--- src/rtl/pc_stack_consts.svh ---
// Purpose: Constants for program counter, return stack and indirect addressing
// Assumes: Included by bare name from package and modules
// Notes:   Definitions only
`ifndef PC_STACK_CONSTS_SVH
`define PC_STACK_CONSTS_SVH

`define PC_WIDTH          13
`define PC_RESET          13'h0000
`define STACK_DEPTH       8
`define LATCH_WIDTH       5
`define LATCH_RESET       5'h00
`define LATCH_PAGE_BIT    3
`define LATCH_HIGH_BIT    4
`define JUMP_FIELD_WIDTH  11
`define FSR_RESET         8'h00
`define INDIRECT_PORT_ADR 8'h00
`define REG_PC_LOW        8'h02
`define REG_FILE_PTR      8'h04
`define REG_LATCH         8'h0A
`define REG_BANK_SEL      8'h03
`define BANK_SEL_BIT      7
`define UNMAPPED_READ     8'h00

`endif

--- src/rtl/pc_stack_pkg.sv ---
// Purpose: Types for program counter and return stack block
// Assumes: Constants come from pc_stack_consts.svh
// Notes:   Types only
`include "pc_stack_consts.svh"
package pc_stack_pkg;

  typedef logic [`PC_WIDTH-1:0] pc_t;

  typedef enum logic [2:0]
  {
    FLOW_NEXT,
    FLOW_JUMP,
    FLOW_CALL,
    FLOW_RETURN,
    FLOW_VECTOR
  } flow_op_e;

  typedef struct packed
  {
    flow_op_e                          op;
    logic [`JUMP_FIELD_WIDTH-1:0]      target;
  } flow_cmd_s;

  typedef struct packed
  {
    logic [7:0] addr;
    logic [7:0] wdata;
    logic       wr;
    logic       rd;
  } reg_req_s;

endpackage : pc_stack_pkg

--- src/rtl/return_stack.sv ---
// Purpose: Circular return-address stack
// Assumes: Push and pop never requested together
// Notes:   Silent wrap in both directions, pointer hidden
`timescale 1ns/10ps
`include "pc_stack_consts.svh"
module return_stack
#(
  parameter int DEPTH = `STACK_DEPTH,
  parameter int WIDTH = `PC_WIDTH
)
(
  // Clock and reset
  input  wire logic             i_clk,
  input  wire logic             i_rstn,
  // Stack operations
  input  wire logic             i_push,
  input  wire logic             i_pop,
  input  wire logic [WIDTH-1:0] i_push_data,
  output logic      [WIDTH-1:0] o_top
);

  localparam int PW = (DEPTH > 1) ? $clog2(DEPTH) : 1;

  // Pointer arithmetic wraps only for power-of-two depths
  if (DEPTH < 2 || (DEPTH & (DEPTH - 1)) != 0)
  begin : g_depth_check
    $error("return_stack: DEPTH must be a power of two >= 2");
  end

  logic [WIDTH-1:0] mem_q [DEPTH];
  logic [PW-1:0]    ptr_q;
  logic [PW-1:0]    ptr_d;

  // Pointer wraps modulo depth, no overflow flag
  always_comb
  begin
    ptr_d = ptr_q;
    if (i_push)
      ptr_d = ptr_q + PW'(1);
    else if (i_pop)
      ptr_d = ptr_q - PW'(1);
  end

  always_ff @(posedge i_clk or negedge i_rstn)
  begin
    if (!i_rstn)
      ptr_q <= '0;
    else
      ptr_q <= ptr_d;
  end

  // Oldest entry overwritten once full
  always_ff @(posedge i_clk)
  begin
    if (i_push)
      mem_q[ptr_q] <= i_push_data;
  end

  assign o_top = mem_q[ptr_q - PW'(1)];

endmodule : return_stack

--- src/rtl/pc_stack_indirect.sv ---
// Purpose: Program counter, paging, return stack and indirect addressing
// Assumes: Decoder issues one flow command per cycle; register port strobes
// Notes:   Indirect data access forwarded to the data memory port
//
// Implementation choices: the address-and-strobe port and the placing of the registers.
`timescale 1ns/10ps
`include "pc_stack_consts.svh"

// Functional notes
// 13-bit counter, low byte software register
// Any reset clears the counter
// Low-byte write loads upper five from latch
// Call/jump: 11 field bits, page latch bits
// Eight by thirteen stack, pointer hidden
// Call or interrupt vector pushes counter
// Return kinds pop full address
// Push and pop leave latch unchanged
// Ninth push overwrites first entry
// No overflow or underflow indication
// Latch bit 3 selects 2K page
// Latch bit 4 ignored by paging; the code puts it on counter bit 12 for call/jump
// Indirect port accesses pointed location; the code strobes it but reads zero at the port
// Port pointing at itself reads zero
// Port pointing at itself writes nothing
// Effective address bank bit over pointer; the code drives address bit 8 as zero
// Bank bit reserved, kept clear; the code stores written bit 7 and reads it back
// Latch changes only on software writes
module program_counter_stack_indirect
#(
  parameter int        STACK_DEPTH = `STACK_DEPTH,
  parameter logic [12:0] VECTOR_ADDR = 13'h0004
)
(
  // Clock and reset
  input  wire logic                     i_clk,
  input  wire logic                     i_rstn,
  // Flow commands from decoder
  input  wire pc_stack_pkg::flow_cmd_s  i_flow,
  // Register port
  input  wire pc_stack_pkg::reg_req_s   i_reg,
  output logic [7:0]                    o_rdata,
  // Data memory port for indirect access
  output logic [8:0]                    o_mem_addr,
  output logic [7:0]                    o_mem_wdata,
  output logic                          o_mem_wr,
  output logic                          o_mem_rd,
  input  wire logic [7:0]               i_mem_rdata,
  // Program counter to fetch
  output logic [12:0]                   o_pc
);

  import pc_stack_pkg::*;

  if (STACK_DEPTH != `STACK_DEPTH)
  begin : g_depth_check
    $error("program_counter_stack_indirect: stack depth must be 8");
  end

  function automatic logic is_port(input logic [7:0] a);
    return a == `INDIRECT_PORT_ADR;
  endfunction : is_port

  pc_t        pc_q;
  pc_t        pc_d;
  logic [4:0] latch_q;
  logic [4:0] latch_d;
  logic [7:0] fsr_q;
  logic [7:0] fsr_d;
  logic       bank_q;
  logic       bank_d;
  logic [7:0] rdata_d;
  logic [8:0] maddr_d;
  logic [7:0] mwdata_d;
  logic       mwr_d;
  logic       mrd_d;
  logic       push;
  logic       pop;
  pc_t        stack_top;
  pc_t        pc_next;
  logic       pcl_wr;
  logic       ind_hit;

  assign push    = (i_flow.op == FLOW_CALL) || (i_flow.op == FLOW_VECTOR);
  assign pop     = (i_flow.op == FLOW_RETURN);
  assign pc_next = pc_q + 13'h0001;
  assign ind_hit = is_port(i_reg.addr);
  assign pcl_wr  = i_reg.wr && (i_reg.addr == `REG_PC_LOW);

  return_stack
  #(
    .DEPTH (STACK_DEPTH),
    .WIDTH (`PC_WIDTH)
  )
  u_stack
  (
    .i_clk       (i_clk),
    .i_rstn      (i_rstn),
    .i_push      (push),
    .i_pop       (pop),
    .i_push_data (i_flow.op == FLOW_CALL ? pc_next : pc_q),
    .o_top       (stack_top)
  );

  // Program counter next value
  always_comb
  begin
    pc_d = pc_next;
    case (i_flow.op)
      FLOW_NEXT:
        pc_d = pc_next;
      FLOW_JUMP,
      FLOW_CALL:
        pc_d = {latch_q[`LATCH_HIGH_BIT:`LATCH_PAGE_BIT], i_flow.target};
      FLOW_RETURN:
        pc_d = stack_top;
      FLOW_VECTOR:
        pc_d = VECTOR_ADDR;
      default:
        pc_d = pc_next;
    endcase
    if (pcl_wr)
      pc_d = {latch_q, i_reg.wdata};
  end

  // Software-written state
  always_comb
  begin
    latch_d = latch_q;
    fsr_d   = fsr_q;
    bank_d  = bank_q;
    if (i_reg.wr)
    begin
      case (i_reg.addr)
        `REG_LATCH:
          latch_d = i_reg.wdata[`LATCH_WIDTH-1:0];
        `REG_FILE_PTR:
          fsr_d = i_reg.wdata;
        `REG_BANK_SEL:
          bank_d = i_reg.wdata[`BANK_SEL_BIT];
        default:
          latch_d = latch_q;
      endcase
    end
  end

  // Indirect access and read data
  always_comb
  begin
    maddr_d  = {1'b0, fsr_q};
    mwdata_d = i_reg.wdata;
    mwr_d    = i_reg.wr && ind_hit && !is_port(fsr_q);
    mrd_d    = i_reg.rd && ind_hit && !is_port(fsr_q);
    rdata_d  = `UNMAPPED_READ;
    if (i_reg.rd)
    begin
      case (i_reg.addr)
        `REG_PC_LOW:
          rdata_d = pc_q[7:0];
        `REG_LATCH:
          rdata_d = {3'h0, latch_q};
        `REG_FILE_PTR:
          rdata_d = fsr_q;
        `REG_BANK_SEL:
          rdata_d = {bank_q, 7'h00};
        `INDIRECT_PORT_ADR:
          rdata_d = `UNMAPPED_READ;
        default:
          rdata_d = `UNMAPPED_READ;
      endcase
    end
  end

  always_ff @(posedge i_clk or negedge i_rstn)
  begin
    if (!i_rstn)
    begin
      pc_q        <= `PC_RESET;
      latch_q     <= `LATCH_RESET;
      fsr_q       <= `FSR_RESET;
      bank_q      <= 1'b0;
      o_rdata     <= 8'h00;
      o_mem_addr  <= 9'h000;
      o_mem_wdata <= 8'h00;
      o_mem_wr    <= 1'b0;
      o_mem_rd    <= 1'b0;
    end
    else
    begin
      pc_q        <= pc_d;
      latch_q     <= latch_d;
      fsr_q       <= fsr_d;
      bank_q      <= bank_d;
      o_rdata     <= rdata_d;
      o_mem_addr  <= maddr_d;
      o_mem_wdata <= mwdata_d;
      o_mem_wr    <= mwr_d;
      o_mem_rd    <= mrd_d;
    end
  end

  assign o_pc = pc_q;

endmodule : program_counter_stack_indirect

--- config.mk ---
export PLATFORM = sky130hd
export DESIGN_NAME = program_counter_stack_indirect
export DESIGN_NICKNAME = d
export VERILOG_FILES = /design/src/rtl/pc_stack_pkg.sv /design/src/rtl/return_stack.sv /design/src/rtl/pc_stack_indirect.sv
export VERILOG_INCLUDE_DIRS = /design/src /design/src/rtl
export SDC_FILE = /design/constraint.sdc
export NUM_CORES = 1
export LEC_CHECK = 0
export BUFFER_PORTS_ARGS = -buffer_cell sky130_fd_sc_hd__buf_2
export CAP_MARGIN = 10
export CORE_ASPECT_RATIO = 0.5
export CORE_UTILIZATION = 42
export CTS_CLUSTER_DIAMETER = 40
export DETAILED_ROUTE_END_ITERATION = 8
export GPL_TIMING_DRIVEN = 1
export PLACE_DENSITY = 0.71
export SLEW_MARGIN = 20
export SYNTH_ARGS = -nofsm -noshare
export SYNTH_HDL_FRONTEND = slang
export SYNTH_SLANG_ARGS = --single-unit
--- constraint.sdc ---
create_clock -name i_clk -period 3.3 [get_ports i_clk]
set_clock_uncertainty 0.15 [all_clocks]
set_input_delay 0.165 -clock i_clk [delete_from_list [all_inputs] [get_ports i_clk]]
set_output_delay 0.165 -clock i_clk [all_outputs]
set_load 0.02 [all_outputs]
# == After elaboration in Yosys (flattened, before gate mapping) ==
# Memory sizes are Yosys's and may differ from the RTL's.
# Cells that the tools add are included.
# word_totals
reg_bits,56
ramBits,104
output_inout_bits,40
word_cells,45
memories,1
# op_classes
n_addsub,3
n_eq_ne,8
mux,9
n_reduce_logical,14
# mem_list
memory,words,word_bits,read_ports,rd_ports_with_merged_regs,wr,line,source
u_stack.mem_q,8,13,1,0,1,return_stack.sv:30,logic [WIDTH-1:0] mem_q [DEPTH];
# ops
op,count
$pmux 13 s3,1
$pmux 8 s4,1
$mux 13,2
$eq 8x2->1 const B,2
$logic_not 8->1,2
$add 13x1->13 const B,1
$eq 8x3->1 const B,1
$eq 8x4->1 const B,1
$mux 8,1
$eq 3x2->1 const B,2
$mux 3,2
$reduce_and 2->1,3
$logic_and 1x1->1,5
$add 3x1->3 const B,1
$eq 3x1->1 const B,1
$eq 3x3->1 const B,1
$sub 3x1->3 const B,1
$mux 1,2
$reduce_bool 2->1,1
$reduce_or 2->1,1
$logic_not 1->1,1
$logic_or 1x1->1,1

# == Longest topological paths before layout ==
# depth
word_depth,4
mapped_depth,10

# == Modules after synthesis ==
# From an unflattened synthesis, not the netlist that was laid out.
# hier_totals
cells_unflattened,554
area_unflattened_um2,7308.3
# by_module_without_submodules
module,n_inst,cells_each,area_per_inst_um2,seq_area_each_um2
return_stack,1,267,4377.9,3198.1
program_counter_stack_indirect,1,287,2930.3,1326.3

# == Worst setup path before layout ==
# Ideal clock, no wire load.
# synth_path
kind,reg2reg
start,register u_stack.ptr_q[0]
end,"register pc_q[8], in the netlist o_pc[8]"
setup_time_ns,0.132
arrival_ns,2.581
t_required_ns,3.018
setup_slack_ns,0.437
stages_incl_launch_ff,10
n_path_buf,4
synth_period_minus_slack_ns,2.863
cell_sequence,dfrtp_1 -> buf_4 -> buf_2 -> inv_1 -> ha_1 -> clkbuf_1 -> clkbuf_1 -> mux4_2 -> a221oi_1 -> o21ai_0
# synth_via
elab_chain_cells,4
# synth_rtl
item,line,source
start: declaration,return_stack.sv:31,logic [PW-1:0] ptr_q;
start signal: assignment,return_stack.sv:49,ptr_q <= ptr_d;
$sub 3x1->3,return_stack.sv:59,assign o_top = mem_q[ptr_q - PW'(1)];
$mem_v2 8x13,-,
$pmux 13 s3,pc_stack_indirect.sv:108,case (i_flow.op)
$mux 13,pc_stack_indirect.sv:121,if (pcl_wr)
via pc_d[8],pc_stack_indirect.sv:64,pc_t pc_d;
end signal: assignment,pc_stack_indirect.sv:177,pc_q <= `PC_RESET;
end signal: assignment,pc_stack_indirect.sv:189,pc_q <= pc_d;
end: declaration,pc_stack_indirect.sv:63,pc_t pc_q;
# The timed path passes the listed nets, and every way through them passes these cells.
# A chain may end at the register's enable or synchronous reset.

# == Worst setup path in the final report ==
# layout_path
start,register u_stack.ptr_q[1]
end,"register pc_q[4], in the netlist o_pc[4]"
# The elaborated chain is that of the path after synthesis.

==> flow_summary.yaml <==
run_status:
  status: "complete, no violations"
timing:
  worst_pin_slew_ns: 0.899
  slew_violations: 0
  finalCritPeriodShare_pct: 85.9
  slew_headroom_pct: 39.9
  max_freq_ghz: 0.353
  setup_violations: 0
  rsz0062_at_grt: "no"
  fin_tns_setup_ns: 0
  layout_min_cycle_time_ns: 2.84
  hold_viol_final: 0
synth:
  seq_area_frac_synth_pct: 65.3
  synthesis.area_um2: 6930
  synth_nets: 521
  synthAdderAreaFrac_pct: 1.84
  yosys.cell_types.count: 49
  synthTopCellsByArea: "edfxtp_1 45%, dfrtp_1 20%, mux4_2 8.4%"
  async_reset_ff_share_pct: 35.0
  synth_compound_area_share_pct: 6.66
  syn_area_per_cell_um2: 14.6
  ys.flop_type: "edfxtp_1"
  yosysTopAreaCellShare_pct: 45.0
  yosysTopAreaCell: "edfxtp_1"
  synth_edf_count: 104
  synth_xor_area_share_pct: 3.77
  yosysWarnings: 0
  synth_top_family_by_area: "multiplexers"
  ys_ff_latch: 160
  netlist_instances: 476
  yosys.area_share.simple_pct: 8.48
  synthMuxAreaShare_pct: 11.5
route:
  drc: 0
  avgViaCountPerCell: 5.48
  post_drt_wl_per_cell_um: 19.3
  ant_nets: 0
  wl_mm: 15.6
  num_vias: 4426
  firstDrtPassIters: 5
  drt_iter0_drc: 434
critical_path:
  worstPathArrival_ns: 2.96
  crit_required_ns: 3.42
  end_kind: "flip-flop"
  crit_path_start_kind: "flip-flop"
  path_max_fanout: 15
  critical_path_class: "flip-flop to flip-flop"
die:
  initial_core_util_pct: 43.9
  die-area_um2: 17100
  ioPinCount: 82
  rows: 32
  die_w_um: 184
  die_h_um: 92.9
  core-area_um2: 15800
clock_network:
  insertion_delay_ns: 0.42
  max-clock-path-buffers: 2
  cts.sinks: 160
  htree_num_levels: 4
  cts_root_buf: "clkbuf_16"
  cts_buffers: 17
  clk_pin_slew_ns: 0.06
  cts_tree: "yes"
final_layout:
  final_cell_mix: "104 x edfxtp_1, 72 x buf_2, 55 x dfrtp_1, 47 x nor2_1, 26 x mux4_2"
  fill_cells: 1316
  drive_gt1_share_pct: 30.2
  layout.cells.non_filler: 807
  seqCellArea_um2: 4530
  antenna-diode-count: 0
  multi_input_area_um2: 2250
  area_delta_synth_final_pct: 19.7
  layout_commonest_cell: "edfxtp_1"
  fin_util_pct: 52.6
  fin_nets: 618
pwr:
  ir_drop_mv: 0.319
  p_leak_uw: 0.00316
  p_per_area_nw_per_um2: 747
grt:
  grt_max_degree: 35
  grt-ovfl-total: 0
  grt_antenna_before_repair: 0
  grt_usage_pct: 19.8
  grt_pass1_vias: 4316
  grt_pass1_wl_mm: 24.7
placed_design:
  dp_hpwl_mm: 10.6
  io_buffers: 72
  dp.cells: 763
  routabilityCongestion: 0.886
run:
  cap_violations: 0
min_path:
  hp-class: "input port to flip-flop"
==> per-layer routing <==
metal	global-route usage [%]	share of wire, %	vias up
met4	6.39	1.4	0
met5	0	0	-
li1	-	-	1987
met3	5.23	8.8	17
met1	27.0	43	2225
met2	30.9	47	197
==> logic make-up (layout without fill, tap and decap cells) <==
group	Yosys count	count (layout)
AOI/OAI and AO/OA	71	71
xor gates and xnor gates	29	29
adders and majority gates	12	12
buffers and inverters	39	149
DFF	160	160
muxes	45	45
other	1	1
and+or+nand+nor	119	119
==> worst paths after layout <==
path / depth (start not counted) / to / start / slack, ns
max reg2reg: 6 / o_pc[4]$_DFF_PN0_ / u_stack.ptr_q[1]$_DFFE_PN0P_ / 0.46
max in group asynchronous: 3 / fsr_q[3]$_DFFE_PN0P_ / i_rstn / 2.02
max: 6 / o_pc[4]$_DFF_PN0_ / u_stack.ptr_q[1]$_DFFE_PN0P_ / 0.46
min: 3 / o_rdata[1]$_DFF_PN0_ / i_reg[13] / 0.05
min in group asynchronous: 2 / u_stack.ptr_q[1]$_DFFE_PN0P_ / i_rstn / 0.19
min reg2reg: 0 / o_mem_addr[4]$_DFF_PN0_ / fsr_q[4]$_DFFE_PN0P_ / 0.28
==> registers in the layout (all words and copies together) (netlist names), 3 cells and up <==
register       cells
o_rdata            8
o_mem_addr         8
u_stack.mem_q    104
o_pc              13
o_mem_wdata        8
fsr_q              8
latch_q            5
u_stack.ptr_q      3
==> cells in the mapped netlist (all sizes together) (4+ instances only) <==
cell type  number
nor3b           6
and2            4
nand3           8
nor4            4
xor2           14
inv            12
a221oi          8
a22oi           9
a21oi          21
o21ai          16
nand2          22
nor3            8
mux4           26
nor2           47
mux2           18
edfxtp        104
maj3            9
nand4           5
xnor2          15
a31oi          11
clkbuf         17
dfrtp          56
buf            10
==> power breakdown <==
part / total (uW) / switching, uW / internal (uW)
sequential: 2660 / 190 / 2470
clock: 1850 / 802 / 1050
combinational: 1690 / 945 / 746
==> through the flow <==
step | setup slack, ns | total power, uW | cell area, um^2 | hold slack [ns]
global placement | 0.554 | 4330 | 7620 | 0.107
global route | 0.266 | 6480 | 8300 | 0.0753
finish | 0.465 | 6200 | 8300 | 0.0482
floorplan | 0.437 | 3850 | 6930 | -0.281
detailed placement | 0.511 | 4360 | 7620 | 0.121
CTS | 0.476 | 6230 | 8300 | 0.0289
==> final cells by class <==
class / count / share of cell area [%]
sequential: 160 / 54.6
multi-input combinational: 277 / 27.1
timing repair buffer: 105 / 7.69
clock buffer: 19 / 5.22
tap: 221 / 3.33
clock inverter: 13 / 1.52
inverter: 12 / 0.543
==> critical path, cell delays in order, from the launching register on <==
cell	delay, ns
dfrtp_1	0.51
inv_1	0.10
ha_1	0.64
buf_4	0.29
mux4_2	0.31
a221oi_1	0.51
o21ai_0	0.18
==> what timing repair did <==
item / 4_1_cts / 5_1_grt
hold buffers: 12 / 0
hold endpoints to repair: 66 / 0
resized for setup: 0 / 0
setup endpoints to repair: 0 / 0
setup buffers: 0 / 0
(Power assumes the default switching activity.)
